==> src/logic/sfb_pkg.sv <==
// package for the status frame builder: frame constants, codes and carriers
package sfb_pkg;
  localparam logic [7:0] SFB_START = 8'h7E;
  localparam logic [7:0] SFB_TYPE_MODEM = 8'h8A;
  localparam logic [7:0] SFB_TYPE_TXST = 8'h8B;
  localparam logic [7:0] SFB_REQ_TX = 8'h10;
  localparam logic [7:0] SFB_REQ_EXPL = 8'h11;
  localparam logic [7:0] SFB_CKS_BASE = 8'hFF;
  localparam logic [15:0] SFB_RESERVED = 16'hFFFE;
  localparam logic [15:0] SFB_LEN_MODEM = 16'h0002;
  localparam logic [15:0] SFB_LEN_TXST = 16'h0007;
  localparam logic [7:0] SFB_FID_NONE = 8'h00;
  // modem status codes
  localparam logic [7:0] SFB_MS_HW_RESET = 8'h00;
  localparam logic [7:0] SFB_MS_WDOG = 8'h01;
  localparam logic [7:0] SFB_MS_JOINED = 8'h02;
  localparam logic [7:0] SFB_MS_LEFT = 8'h03;
  localparam logic [7:0] SFB_MS_WOKE = 8'h0B;
  localparam logic [7:0] SFB_MS_SLEEP = 8'h0C;
  localparam logic [7:0] SFB_MS_VOLT = 8'h0D;
  localparam logic [7:0] SFB_MS_STACK_MIN = 8'h80;
  // delivery status codes
  localparam logic [7:0] SFB_DS_OK = 8'h00;
  localparam logic [7:0] SFB_DS_MAC_ACK = 8'h01;
  localparam logic [7:0] SFB_DS_CCA = 8'h02;
  localparam logic [7:0] SFB_DS_NET_ACK = 8'h21;
  localparam logic [7:0] SFB_DS_NO_ROUTE = 8'h25;
  localparam logic [7:0] SFB_DS_INTERNAL = 8'h31;
  localparam logic [7:0] SFB_DS_NO_BUF = 8'h32;
  localparam logic [7:0] SFB_DS_TOO_BIG = 8'h74;
  // discovery status codes
  localparam logic [7:0] SFB_DISC_NONE = 8'h00;
  localparam logic [7:0] SFB_DISC_ROUTE = 8'h02;
  // byte offsets within a frame
  localparam logic [3:0] SFB_OFS_LEN_HI = 4'h1;
  localparam logic [3:0] SFB_OFS_LEN_LO = 4'h2;
  localparam logic [3:0] SFB_OFS_TYPE = 4'h3;
  localparam logic [3:0] SFB_OFS_B4 = 4'h4;
  localparam logic [3:0] SFB_OFS_RSV_HI = 4'h5;
  localparam logic [3:0] SFB_OFS_RSV_LO = 4'h6;
  localparam logic [3:0] SFB_OFS_RETRY = 4'h7;
  localparam logic [3:0] SFB_OFS_DELIV = 4'h8;
  localparam logic [3:0] SFB_OFS_DISC = 4'h9;
  localparam logic [3:0] SFB_LAST_MODEM = 4'h5;
  localparam logic [3:0] SFB_LAST_TXST = 4'hA;
  localparam int SFB_FIFO_DEPTH = 16;

  // completed transmit request as reported by the network side
  typedef struct packed {
    logic [7:0] req_type;
    logic [7:0] frame_id;
    logic [7:0] retries;
    logic [7:0] delivery;
    logic [7:0] discovery;
    logic broadcast;
  } sfb_txdone_t;

  // serial byte leaving the block
  typedef struct packed {
    logic [7:0] data;
    logic last;
  } sfb_byte_t;

  typedef enum logic [1:0] {
    SFB_IDLE = 2'b00,
    SFB_SEND = 2'b01
  } sfb_state_t;
endpackage

==> src/logic/sfb_fifo.sv <==
// status frame builder output fifo
`timescale 1ns/100ps
module sfb_fifo #(
  parameter int WIDTH = 9,
  parameter int DEPTH = 16
) (
  input wire logic core_clk,
  input wire logic nrst,
  input wire logic [WIDTH-1:0] in_data,
  input wire logic in_valid,
  output logic in_ready,
  output logic [WIDTH-1:0] out_data,
  output logic out_valid,
  input wire logic out_ready
);
  localparam int AW = $clog2(DEPTH);
  // refuse depths that the pointer wrap cannot serve
  initial begin
    if (DEPTH < 2 || (1 << AW) != DEPTH || WIDTH < 1) begin
      $error("sfb_fifo: depth must be a power of two of at least 2");
    end
  end
  logic [WIDTH-1:0] mem [DEPTH];  // storage words
  logic [AW:0] wr_ptr;  // write pointer with wrap bit
  logic [AW:0] rd_ptr;  // read pointer with wrap bit
  wire logic do_wr = in_valid && in_ready;
  wire logic do_rd = out_valid && out_ready;
  wire logic [AW:0] count = wr_ptr - rd_ptr;
  assign in_ready = (count != DEPTH[AW:0]);  // full stops the source
  assign out_valid = (count != '0);  // not empty
  assign out_data = mem[rd_ptr[AW-1:0]];
  // pointer update
  always_ff @(posedge core_clk or negedge nrst) begin
    if (!nrst) begin
      wr_ptr <= '0;
      rd_ptr <= '0;
    end else begin
      if (do_wr) wr_ptr <= wr_ptr + 1'b1;
      if (do_rd) rd_ptr <= rd_ptr + 1'b1;
    end
  end
  // storage write, no reset needed
  always_ff @(posedge core_clk) begin
    if (do_wr) mem[wr_ptr[AW-1:0]] <= in_data;
  end
endmodule

==> src/logic/sfb_builder.sv <==
// status frame builder: modem status and extended transmit status frames
// Function
// - frame opens with start delimiter byte
// - length counts bytes between length and checksum
// - checksum is FF minus low sum
// - modem frame: type 8A, then status
// - status codes reset, watchdog, joined, left
// - status codes woke, sleep, voltage limit
// - 80 to FF mean stack error
// - hardware reset status sent after power up
// - transmit status frame type 8B on completion
// - frame id zero suppresses transmit status
// - offset four echoes frame id
// - offsets five, six hold FFFE
// - offset seven holds retry count
// - delivery codes 00, 01, 02, 21
// - delivery codes 25, 31, 32, 74
// - broadcast always reports success
// - offset nine holds discovery overhead
// - only request types 10, 11 answered

// frame layouts, one byte per fifo word, most significant byte first:
// modem status: start, length 0002, type, status code, checksum
// transmit status: start, length 0007, type, frame id, reserved high,
//   reserved low, retry count, delivery code, discovery code, checksum
// byte offsets of the modem status frame
//   0 start delimiter
//   1 length high
//   2 length low
//   3 frame type
//   4 status code
//   5 checksum
// byte offsets of the transmit status frame
//   0 start delimiter
//   1 length high
//   2 length low
//   3 frame type
//   4 frame id of the request
//   5 reserved high
//   6 reserved low
//   7 retry count
//   8 delivery code
//   9 discovery code
//   10 checksum
// checksum arithmetic:
//   the sum runs over offset three up to the byte before the checksum
//   only its low eight bits are kept, so the accumulator is eight bits
//   the checksum byte itself is also added into the running sum as it is pushed
//   the accumulator clears whenever the sender is idle
// input handshakes:
//   a request is taken on a rising edge with valid and ready high
//   ready falls after a take, except after a refused transmit request, and returns once the frame is in the fifo
//   a completed transmit request wins over a pending modem code
//   a modem code taken while a transmit frame starts waits in a holding register
// reset behaviour:
//   all handshakes and the link valid are low while reset is held
//   after release the hardware reset status frame is built first
//   input readies stay low until that frame is in the fifo
//   the fifo contents need no reset; only its pointers are cleared
// hazards and limits:
//   refused transmit requests are taken and leave no frame behind
//   unknown modem codes go out as the lowest stack error code
//   unknown delivery codes go out as internal resource error
//   discovery codes other than route discovery go out as none
//   a continuous stream of transmit completions can hold off modem codes
//   the fifo absorbs host stalls; the builder waits when it is full
//   the link outputs come from an output register fed by the fifo,
//   so the first byte appears two cycles after a transmit request is taken, three after a modem code
`timescale 1ns/100ps
module sfb_builder
  import sfb_pkg::*;
#(
  parameter int FIFO_DEPTH = sfb_pkg::SFB_FIFO_DEPTH
) (
  input wire logic core_clk,
  input wire logic nrst,
  input wire logic [7:0] modem_status,
  input wire logic modem_valid,
  output logic modem_ready,
  input wire sfb_pkg::sfb_txdone_t txdone,
  input wire logic txdone_valid,
  output logic txdone_ready,
  output logic [7:0] ser_data,
  output logic ser_last,
  output logic ser_valid,
  input wire logic ser_ready
);
  import sfb_pkg::*;

  // refuse a fifo too small to be a buffer
  initial begin
    if (FIFO_DEPTH < 2) begin
      $error("sfb_builder: fifo depth below 2");
    end
  end

  // status code check, used for the modem_status input
  function automatic logic known_modem(input logic [7:0] c);
    case (c)
      SFB_MS_HW_RESET: known_modem = 1'b1;
      SFB_MS_WDOG: known_modem = 1'b1;
      SFB_MS_JOINED: known_modem = 1'b1;
      SFB_MS_LEFT: known_modem = 1'b1;
      SFB_MS_WOKE: known_modem = 1'b1;
      SFB_MS_SLEEP: known_modem = 1'b1;
      SFB_MS_VOLT: known_modem = 1'b1;
      default: known_modem = (c >= SFB_MS_STACK_MIN);
    endcase
  endfunction

  // delivery code check
  function automatic logic known_deliv(input logic [7:0] c);
    case (c)
      SFB_DS_OK: known_deliv = 1'b1;
      SFB_DS_MAC_ACK: known_deliv = 1'b1;
      SFB_DS_CCA: known_deliv = 1'b1;
      SFB_DS_NET_ACK: known_deliv = 1'b1;
      SFB_DS_NO_ROUTE: known_deliv = 1'b1;
      SFB_DS_INTERNAL: known_deliv = 1'b1;
      SFB_DS_NO_BUF: known_deliv = 1'b1;
      SFB_DS_TOO_BIG: known_deliv = 1'b1;
      default: known_deliv = 1'b0;  // unknown code
    endcase
  endfunction

  sfb_state_t state;  // frame sender state
  logic boot_pend;  // power-up frame still owed
  logic is_txst;  // current frame is a transmit status
  logic [3:0] ofs;  // byte offset in current frame
  logic [7:0] sum;  // running sum from offset three
  logic [7:0] f_b4;  // status byte or frame id
  logic [7:0] f_retry;  // retry count
  logic [7:0] f_deliv;  // delivery status
  logic [7:0] f_disc;  // discovery status
  logic mready;  // modem input ready
  logic tready;  // transmit done input ready
  // holding register for every taken modem code until the sender starts its frame
  logic mod_pend;  // a taken modem code still waits for its frame
  logic [7:0] mod_code;  // the waiting modem code, already screened
  // output register: the link sees flip-flops only
  logic out_full;  // output register holds a byte for the host
  logic [7:0] out_data;  // byte offered to the host
  logic out_last;  // byte offered is a checksum

  // fifo side wiring
  sfb_byte_t fifo_in;
  sfb_byte_t fifo_out;
  logic fifo_in_ready;
  logic fifo_out_valid;  // fifo head holds a byte

  // request classification
  wire logic req_type_ok = (txdone.req_type == SFB_REQ_TX) ||
    (txdone.req_type == SFB_REQ_EXPL);
  wire logic req_fid_ok = (txdone.frame_id != SFB_FID_NONE);
  wire logic tx_accept = txdone_valid && tready;
  wire logic tx_emit = tx_accept && req_type_ok && req_fid_ok;
  // unknown modem codes are reported as a stack error
  wire logic [7:0] modem_code = known_modem(modem_status) ? modem_status :
    SFB_MS_STACK_MIN;
  // unknown delivery codes fall back to internal resource error
  wire logic [7:0] deliv_code = txdone.broadcast ? SFB_DS_OK :
    (known_deliv(txdone.delivery) ? txdone.delivery : SFB_DS_INTERNAL);
  wire logic [7:0] disc_code = (txdone.discovery == SFB_DISC_ROUTE) ?
    SFB_DISC_ROUTE : SFB_DISC_NONE;
  wire logic m_accept = modem_valid && mready;
  wire logic start_boot = (state == SFB_IDLE) && boot_pend;
  wire logic start_mod = (state == SFB_IDLE) && !boot_pend && mod_pend && !tx_emit;
  wire logic start_tx = tx_emit;

  // frame length and last offset
  wire logic [15:0] frame_len = is_txst ? SFB_LEN_TXST : SFB_LEN_MODEM;
  wire logic [3:0] last_ofs = is_txst ? SFB_LAST_TXST : SFB_LAST_MODEM;
  wire logic [7:0] frame_type = is_txst ? SFB_TYPE_TXST : SFB_TYPE_MODEM;

  // byte selection by offset
  logic [7:0] cur_byte;
  always_comb begin
    cur_byte = SFB_START;
    if (ofs == last_ofs) begin
      cur_byte = SFB_CKS_BASE - sum;
    end else begin
      case (ofs)
        SFB_OFS_LEN_HI: cur_byte = frame_len[15:8];
        SFB_OFS_LEN_LO: cur_byte = frame_len[7:0];
        SFB_OFS_TYPE: cur_byte = frame_type;
        SFB_OFS_B4: cur_byte = f_b4;
        SFB_OFS_RSV_HI: cur_byte = SFB_RESERVED[15:8];
        SFB_OFS_RSV_LO: cur_byte = SFB_RESERVED[7:0];
        SFB_OFS_RETRY: cur_byte = f_retry;
        SFB_OFS_DELIV: cur_byte = f_deliv;
        SFB_OFS_DISC: cur_byte = f_disc;
        default: cur_byte = SFB_START;
      endcase
    end
  end

  wire logic sending = (state == SFB_SEND);
  wire logic push = sending && fifo_in_ready;
  wire logic at_last = (ofs == last_ofs);
  assign fifo_in.data = cur_byte;
  assign fifo_in.last = at_last;

  // next-state logic for the sender
  sfb_state_t next_state;
  always_comb begin
    case (state)
      SFB_IDLE: next_state = (start_boot || start_mod || start_tx) ? SFB_SEND : SFB_IDLE;
      SFB_SEND: next_state = (push && at_last) ? SFB_IDLE : SFB_SEND;
      default: next_state = SFB_IDLE;
    endcase
  end

  // next input readiness: only in idle, boot frame first, transmit status wins
  wire logic next_idle = (next_state == SFB_IDLE);
  wire logic next_mready = next_idle && !(state == SFB_IDLE && boot_pend) &&
    !(txdone_valid && !start_tx);
  wire logic next_tready = next_idle && !(state == SFB_IDLE && boot_pend);

  // sender state and handshakes
  always_ff @(posedge core_clk or negedge nrst) begin
    if (!nrst) begin
      state <= SFB_IDLE;
      boot_pend <= 1'b1;
      mready <= 1'b0;
      tready <= 1'b0;
    end else begin
      state <= next_state;
      if (start_boot) boot_pend <= 1'b0;
      mready <= next_mready && !start_tx && !start_boot && !m_accept && !mod_pend;
      tready <= next_tready && !start_tx && !start_boot && !start_mod;
    end
  end

  // offset counter and checksum accumulator
  always_ff @(posedge core_clk or negedge nrst) begin
    if (!nrst) begin
      ofs <= '0;
      sum <= '0;
    end else if (state == SFB_IDLE) begin
      ofs <= '0;
      sum <= '0;
    end else if (push) begin
      ofs <= at_last ? '0 : ofs + 1'b1;
      if (ofs >= SFB_OFS_TYPE) sum <= sum + cur_byte;
    end
  end

  // field capture at frame start
  always_ff @(posedge core_clk or negedge nrst) begin
    if (!nrst) begin
      is_txst <= 1'b0;
      f_b4 <= '0;
      f_retry <= '0;
      f_deliv <= '0;
      f_disc <= '0;
    end else if (start_boot) begin
      is_txst <= 1'b0;
      f_b4 <= SFB_MS_HW_RESET;
    end else if (start_tx) begin
      is_txst <= 1'b1;
      f_b4 <= txdone.frame_id;
      f_retry <= txdone.retries;
      f_deliv <= deliv_code;
      f_disc <= disc_code;
    end else if (start_mod) begin
      is_txst <= 1'b0;
      f_b4 <= mod_code;
    end
  end

  // modem holding register: a taken code is never lost to a transmit frame
  always_ff @(posedge core_clk or negedge nrst) begin
    if (!nrst) begin
      mod_pend <= 1'b0;
      mod_code <= SFB_MS_HW_RESET;
    end else if (m_accept) begin
      // capture the screened code, the sender starts it when free
      mod_pend <= 1'b1;
      mod_code <= modem_code;
    end else if (start_mod) begin
      // the frame has started, the register is free again
      mod_pend <= 1'b0;
    end
  end

  // output register refills whenever it is empty or being taken
  wire logic out_take = !out_full || ser_ready;

  // output register between fifo head and link
  always_ff @(posedge core_clk or negedge nrst) begin
    if (!nrst) begin
      out_full <= 1'b0;
      out_data <= '0;
      out_last <= 1'b0;
    end else if (out_take) begin
      // load the fifo head, or go empty when the fifo is empty
      out_full <= fifo_out_valid;
      out_data <= fifo_out.data;
      out_last <= fifo_out.last;
    end
  end

  assign modem_ready = mready;
  assign txdone_ready = tready;

  // output buffer between frame builder and serial link
  sfb_fifo #(
    .WIDTH($bits(sfb_byte_t)),
    .DEPTH(FIFO_DEPTH)
  ) u_fifo (
    .core_clk(core_clk),
    .nrst(nrst),
    .in_data(fifo_in),
    .in_valid(sending),
    .in_ready(fifo_in_ready),
    .out_data(fifo_out),
    .out_valid(fifo_out_valid),
    .out_ready(out_take)
  );
  assign ser_data = out_data;
  assign ser_last = out_last;
  assign ser_valid = out_full;
endmodule

==> config.mk <==
export PLATFORM = sky130hd
export DESIGN_NAME = sfb_builder
export DESIGN_NICKNAME = d
export VERILOG_FILES = /design/src/logic/sfb_pkg.sv /design/src/logic/sfb_fifo.sv /design/src/logic/sfb_builder.sv
export SDC_FILE = /design/constraint.sdc
export NUM_CORES = 1
export LEC_CHECK = 0
export BUFFER_PORTS_ARGS = -buffer_cell sky130_fd_sc_hd__clkbuf_2
export CAP_MARGIN = 20
export CORE_MARGIN = 2
export CORE_UTILIZATION = 40
export DETAILED_ROUTE_END_ITERATION = 10
export PLACE_DENSITY = 0.59
export SLEW_MARGIN = 15
export SYNTH_ARGS = -nofsm -noshare
export SYNTH_HDL_FRONTEND = slang
export SYNTH_SLANG_ARGS = --single-unit
==> constraint.sdc <==
create_clock -name core_clk -period 10.3 [get_ports core_clk]
set_input_delay 2.06 -clock core_clk [delete_from_list [all_inputs] [get_ports core_clk]]
set_output_delay 2.06 -clock core_clk [all_outputs]
set_load 0.05 [all_outputs]
### Word level (Yosys, flattened, before mapping)

Memory sizes are Yosys's and may differ from the RTL's. A register that Yosys moved wholly into a read port is not among the register bits.
Cells that the tools add are included.

| storage, ports and cells | value |
|---|---|
| output and inout port bits | 12 |
| bits of input ports | 54 |
| flip-flop bits (word level) | 70 |
| RAM bits | 144 |
| memories | 1 |

Memories:

| memory | words | bits a word | rd ports | clocked after Yosys merged registers in | write ports | RTL line | RTL |
|---|---|---|---|---|---|---|---|
| u_fifo.mem | 16 | 9 | 1 | 1 | 1 | sfb_fifo.sv:23 | `logic [WIDTH-1:0] mem [DEPTH];` |

| cells by class | value |
|---|---|
| add/sub/neg operators | 6 |
| $lt $le $gt $ge | 2 |
| reduce and logical (&&, ||, !) cells | 48 |
| mux-type cells | 29 |
| bitwise gates (word level) | 1 |
| equal/unequal tests | 28 |

Operator list:

| kind | number |
|---|---|
| two-way mux 8 bit | 10 |
| case mux 8 bit (9 select lines) | 1 |
| == test 8 x 2 -> 1 bit (second input constant) | 4 |
| == test 8 x 6 -> 1 bit (second input constant) | 4 |
| == test 8 x 4 -> 1 bit (second input constant) | 3 |
| logical AND 1 bit | 21 |
| == test 4 x 3 -> 1 bit (second input constant) | 4 |
| == test 8 x 1 -> 1 bit (second input constant) | 2 |
| == test 8 x 5 -> 1 bit (second input constant) | 2 |
| logical NOT 8 bit | 2 |
| two-way mux 4 bit | 4 |
| two-way mux 1 bit | 11 |
| adder 5 x 1 -> 5 bit (second input constant) | 2 |
| logical NOT 1 bit | 9 |
| adder 8 bit | 1 |
| == test 4 x 2 -> 1 bit (second input constant) | 2 |
| == test 4 bit (second input constant) | 2 |
| == test 8 x 7 -> 1 bit (second input constant) | 1 |
| >= comparator 8 bit (second input constant) | 1 |
| nonzero test 8 bit | 1 |
| OR reduction 8 bit | 1 |
| subtractor 8 bit (first input constant) | 1 |
| OR reduction 7 bit | 1 |
| nonzero test 2 bit | 3 |
| 16 further kinds | 21 |

### Depth between registers and ports, before layout

| depth | value |
|---|---|
| word-level depth | 17 |
| mapped depth | 17 |
| depth with buffers taken out | 17 |

### By module

Synthesis repeated with hierarchy kept, for this count alone.

| second synthesis, totals | value |
|---|---|
| cells, all modules | 699 |
| area total of the unflattened synthesis | 9660.5 um2 |

By module, submodules not included:

| module | cells each | area each (um2) | times used | seq. area each (um2) |
|---|---|---|---|---|
| sfb_fifo | 337 | 6281.0 | 1 | 4574.4 |
| sfb_builder | 362 | 3379.5 | 1 | 1527.7 |

### Worst setup path before layout

No wires, ideal clock.

| path | value |
|---|---|
| path type | register -> register |
| start point | register ofs[3] |
| end point | register sum[6] |
| data arrival time | 3.740 ns |
| setup time | 0.122 ns |
| slack | 6.439 ns |
| period minus slack after synthesis | 3.861 ns |
| cell stages (with the launch flop) | 15 |
| cells stage by stage | dfrtp_1 nand2b_1 o41ai_2 clkbuf_1 nor2_1 a21oi_1 ha_1 inv_1 fa_1 nor2b_1 o21ai_0 a21boi_0 o21a_1 o21ai_0 a32o_1 |

| on the way | value |
|---|---|
| elaborated cells on any way between the ends | 19 |

RTL lines:

| element | RTL line | RTL |
|---|---|---|
| start, declared | sfb_builder.sv:129 | `logic [3:0] ofs;` |
| start signal, assigned | sfb_builder.sv:243 | `ofs <= at_last ? '0 : ofs + 1'b1;` |
| == test 4 bit | -- |  |
| named net at_last | sfb_builder.sv:199 | `wire logic at_last = (ofs == last_ofs);` |
| two-way mux 8 bit | sfb_builder.sv:179 | `if (ofs == last_ofs) begin` |
| named net cur_byte[0] | sfb_builder.sv:176 | `logic [7:0] cur_byte;` |
| adder 8 bit | sfb_builder.sv:244 | `if (ofs >= SFB_OFS_TYPE) sum <= sum + cur_byte;` |
| two-way mux 8 bit | sfb_builder.sv:244 |  |
| two-way mux 8 bit | sfb_builder.sv:242 | `end else if (push) begin` |
| two-way mux 8 bit | sfb_builder.sv:239 | `end else if (state == SFB_IDLE) begin` |
| end signal, assigned | sfb_builder.sv:244 |  |
| end, declared | sfb_builder.sv:130 | `logic [7:0] sum;` |

The timed path passes the listed nets, and every way through them passes these cells. The select of a mux whose other input is x is not followed.
A chain may end at the register's enable or synchronous reset.

### Final worst setup path

| path | value |
|---|---|
| start point | register ofs[3] |
| end point | register sum[6] |

| on the way | value |
|---|---|
| cells in the longest elaborated chain, start to end | 7 |
| elaborated cells on any way between the ends | 19 |

Ends and longest elaborated chain:

| element | RTL line | RTL |
|---|---|---|
| == test 4 bit (tied with other cells) | sfb_builder.sv:182 | `case (ofs)` |
| case mux 8 bit (9 select lines) | sfb_builder.sv:182 |  |
| two-way mux 8 bit (*) | sfb_builder.sv:179 |  |
| named net cur_byte[2] | sfb_builder.sv:176 |  |
| adder 8 bit (*) | sfb_builder.sv:244 |  |
| two-way mux 8 bit (*) | sfb_builder.sv:244 |  |
| two-way mux 8 bit (*) | sfb_builder.sv:242 |  |
| two-way mux 8 bit (*) | sfb_builder.sv:239 |  |

The timed path passes the listed nets; every way through them passes the cells marked *. The select of a mux whose other input is x is not followed.

==> summary.md <==
The run finished with clean final reports. After routing the design area is 0.01091 mm². 0 antenna diodes ended up in the layout. The worst register-to-register path begins at ofs[3]. The clock arrives with 0.01777 ns of skew. Maximum vdd drop: 0.1303 mV. The DRC violations left came out at 0.

The worst hold path passes through 2 cells. The share of the synthesized area in the top cell type came out at 0.4573. Summed over all layers, the global routing overflow is 0.

The number of antenna violations at the first check in global routing is 0, and the async set or reset register ratio after synthesis is 0.3302. For the number of buffers inserted during clock tree synthesis, the log shows 24. Data on the critical path arrives at its endpoint at 4.65 ns. Initial core utilization: 0.4053. The endpoint identified for the worst register-to-register timing path is sum[6]. For the yosys synthesis warning count, the log shows 0.

The synthesized design contains 215 register bits. For this block, the routed nets add up to 19510 µm of wire. The number of cells on the worst reg-to-reg path is 14. Number of inserted filler cells in the final layout: 2044. For this run, the top clock speed supported by timing is 234.9 MHz. The number of max-cap violations came out at 0. The share of the core filled with cells was 0.4677. Yosys attributes the largest share of cell area to edfxtp_1 46%, dfrtp_1 19%, mux4_2 11%. The ratio of final minimum period to clock period works out to 0.4132. In this run the most critical hold path is launched from f_b4[3]. Initial DRC count: 421. The overall global routing resource usage was 0.1624. The kind of launch point of the worst setup path was a register. The congestion estimate from routability-driven global placement came to 0.8130. The number of buffer cells added on primary ports was 64. The worst min-delay path class was register to register.

Count of clock tree sinks: 215. Setup repair after global routing left no endpoint under its margin. edfxtp_1 takes more of the synthesized area than any other cell. The analysis attributes to cell leakage a power of 4.075 nW. For the sum of internal, switching and leakage power, the log shows 3.599 mW. In this run, post-CTS hold repair placed 0 buffers. The fraction of layout cells with a size suffix above 1 was 0.2732; the die width was 157.8 µm. The run gives 617 as the number of cells produced by synthesis. The count of nets left with antenna violations once routing finished came out at 0. Synthesis instantiated 66 different standard cells from the library. Worst setup timing slack at the placement stage: 5.530 ns. The path with the worst hold slack has its endpoint at f_b4[3]. The clock transition at the registers of the reported paths works out to 0.06 ns.

The longest clock path from root to sink contains 3 buffers. TritonCTS built the clock tree. The die covers 0.02489 mm².

The final route contains 5510 vias. The largest net degree at the start of global routing was 72. The logs give 0.52 ns for the clock latency on the worst-skew pair and 31210 µm for the first-pass GRT wire length. The run gives 4 as the first-pass detailed-route iteration total.

The areal power density over the cells is 329.9 mW/mm². The placed instance area is 0.01014 mm². After floorplanning, the core was divided into 56 placement rows. The flop-to-flop setup slack was 6.04 ns; the final-report setup violation count was 0. Post-CTS timing repair inserted 0 buffers for setup. The number of synthesized flops with an enable pin is 144.

The detail-routed net length per standard cell came out at 18.96 µm. In the final timing run, aggregate negative setup slack is 0 ns. In this run the worst path has a maximum fanout of 30.

The hold violation total from the final report was 0; the pin slew with the least headroom to its limit was 1.062 ns. The run gives 1 as the number of H-tree levels. The critical path starts at ofs[3].

The area of the core region is 0.02333 mm². The critical path start-end classification is register to register. When the netlist entered floorplanning its net count stood at 692. For the worst slew margin relative to its limit, the log shows 0.2891.

The CTS root buffer was clkbuf_16. For the worst setup path, the data required time is 10.69 ns. The ratio of routed vias to standard cells works out to 5.355. For the via count of the first global-routing pass, the log shows 5732.

From bottom edge to top edge, the die measures 157.8 µm. The worst path meets setup with 6.044 ns of slack. The minimum clock period after layout is 4.256 ns, and the mean instance size in the synthesized netlist is 15.33 µm². STA classifies the critical path endpoint as a register. The sequential share of the synthesized area came out at 0.6453.

Pin placement for this block handled 66 I/O pins. The synthesis-to-layout area growth is 15.39%. The max-slew violation count was 0.

The HPWL after detailed placement is 12840 µm, and the cell area after synthesis is 0.009457 mm². The number of gates resized after CTS was 0. Among all flip-flop cells after synthesis, the most frequent one is edfxtp_1. The number of nets in the layout came out at 767.
worst max-delay path by stage:
stage	end	slack, ns	cells past startpoint
final	sum[6]	6.04	14
after global routing	sum[6]	5.72	14
after CTS	sum[6]	5.50	14
after detailed placement	sum[6]	5.53	14
after global placement	sum[6]	5.79	14
after floorplan	sum[6]	6.44	14
stage by stage:
step	hold WS (ns)	cells
after CTS	0.4922	1024
final	0.4846	1029
after floorplan	0.4489	617
after detailed placement	0.4703	980
after global placement	0.4657	980
after global routing	0.4971	1029
Yosys cell counts, drive strengths merged, types with 3 or more instances:
cell type    n
a31oi        3
a32oi        3
o41ai        3
mux4        45
dfrtp       70
nor2        36
a21boi       3
o31ai        4
buf         10
o21ai       31
edfxtp     144
a21o         4
nand4        7
nor2b        5
nand3        8
nand2       48
xor2         5
nor3        14
a22o        14
nor4         5
mux2        17
nand2b       6
ha          20
a211oi       3
inv         18
o211ai       3
mux2i        8
a21oi       12
xnor2        9
and2         4
a22oi        9
clkbuf      18
cell type report:
cell class | instances | area [µm²] | area share
clock inverter | 14 | 97.59 | 0.008944
inverter | 18 | 67.56 | 0.006192
tap | 319 | 399.1 | 0.03658
sequential | 215 | 6103 | 0.5593
multi-input combinational | 356 | 3191 | 0.2924
clock buffer | 30 | 633.1 | 0.05802
timing repair buffer | 77 | 420.4 | 0.03853
flip-flops by register name (all words and copies together), names as in the netlist, 4 cells and up:
signal / flops
u_fifo.rd_ptr: 5
f_deliv: 8
u_fifo.mem: 144
sum: 8
ser_data: 8
f_retry: 8
mod_code: 8
ofs: 4
u_fifo.wr_ptr: 5
f_b4: 8
critical path: stages, from the launching register on:
cell and delay [ns]:
dfrtp_1 0.62, nor2b_1 0.34, nand4_1 0.20, o41ai_4 0.08, buf_4 0.35, inv_1 0.18, and4_1 0.29, a22oi_1 0.44
ha_1 0.37, nor2b_1 0.14, o21ai_0 0.19, a21boi_0 0.15, o21a_1 0.20, or3_1 0.30, a32o_1 0.26
cell usage in the layout (no fill, tap or decap), types with 6 or more instances in the layout:
cell type  count
a21oi_1       11
a22o_1        10
a22oi_1        9
buf_4         12
clkbuf_16     24
clkbuf_2      63
clkinv_1       7
dfrtp_1       69
edfxtp_1     144
ha_1          20
inv_1         17
mux2_2        17
mux2i_1        8
mux4_2        45
nand2_1       48
nand2b_1       6
nand3_1        8
nand4_1        7
nor2_1        32
nor3_1        10
o21ai_0       30
xnor2_1        9
cell families (layout without fill, tap and decap cells):
group,count (synthesis),in the layout,share of synthesized area
flip-flops,215,215,0.6453
AND/OR/NAND/NOR,147,147,0.07661
AO/OA/AOI/OAI,103,103,0.07687
multiplexers,70,70,0.1359
buffers and inverters,46,139,0.02130
adder cells (fa/ha/maj),21,21,0.02858
XOR/XNOR,15,15,0.01548
power breakdown:
group | internal [mW] | switching, mW | total, mW
clock network | 0.459 | 0.329 | 0.789
registers | 1.30 | 0.122 | 1.42
logic | 0.563 | 0.828 | 1.39
per-layer routing:
metal  vias to the layer above  GRT usage  routed length (µm)
met3                        36    0.02628                 932
met4                         0    0.04762                 464
met1                      2803     0.2163                8370
met2                       124     0.2754                9744
li1                       2547          -                   -
met5                         -          0                   0
Note: power is estimated with default switching activity, not from simulation.
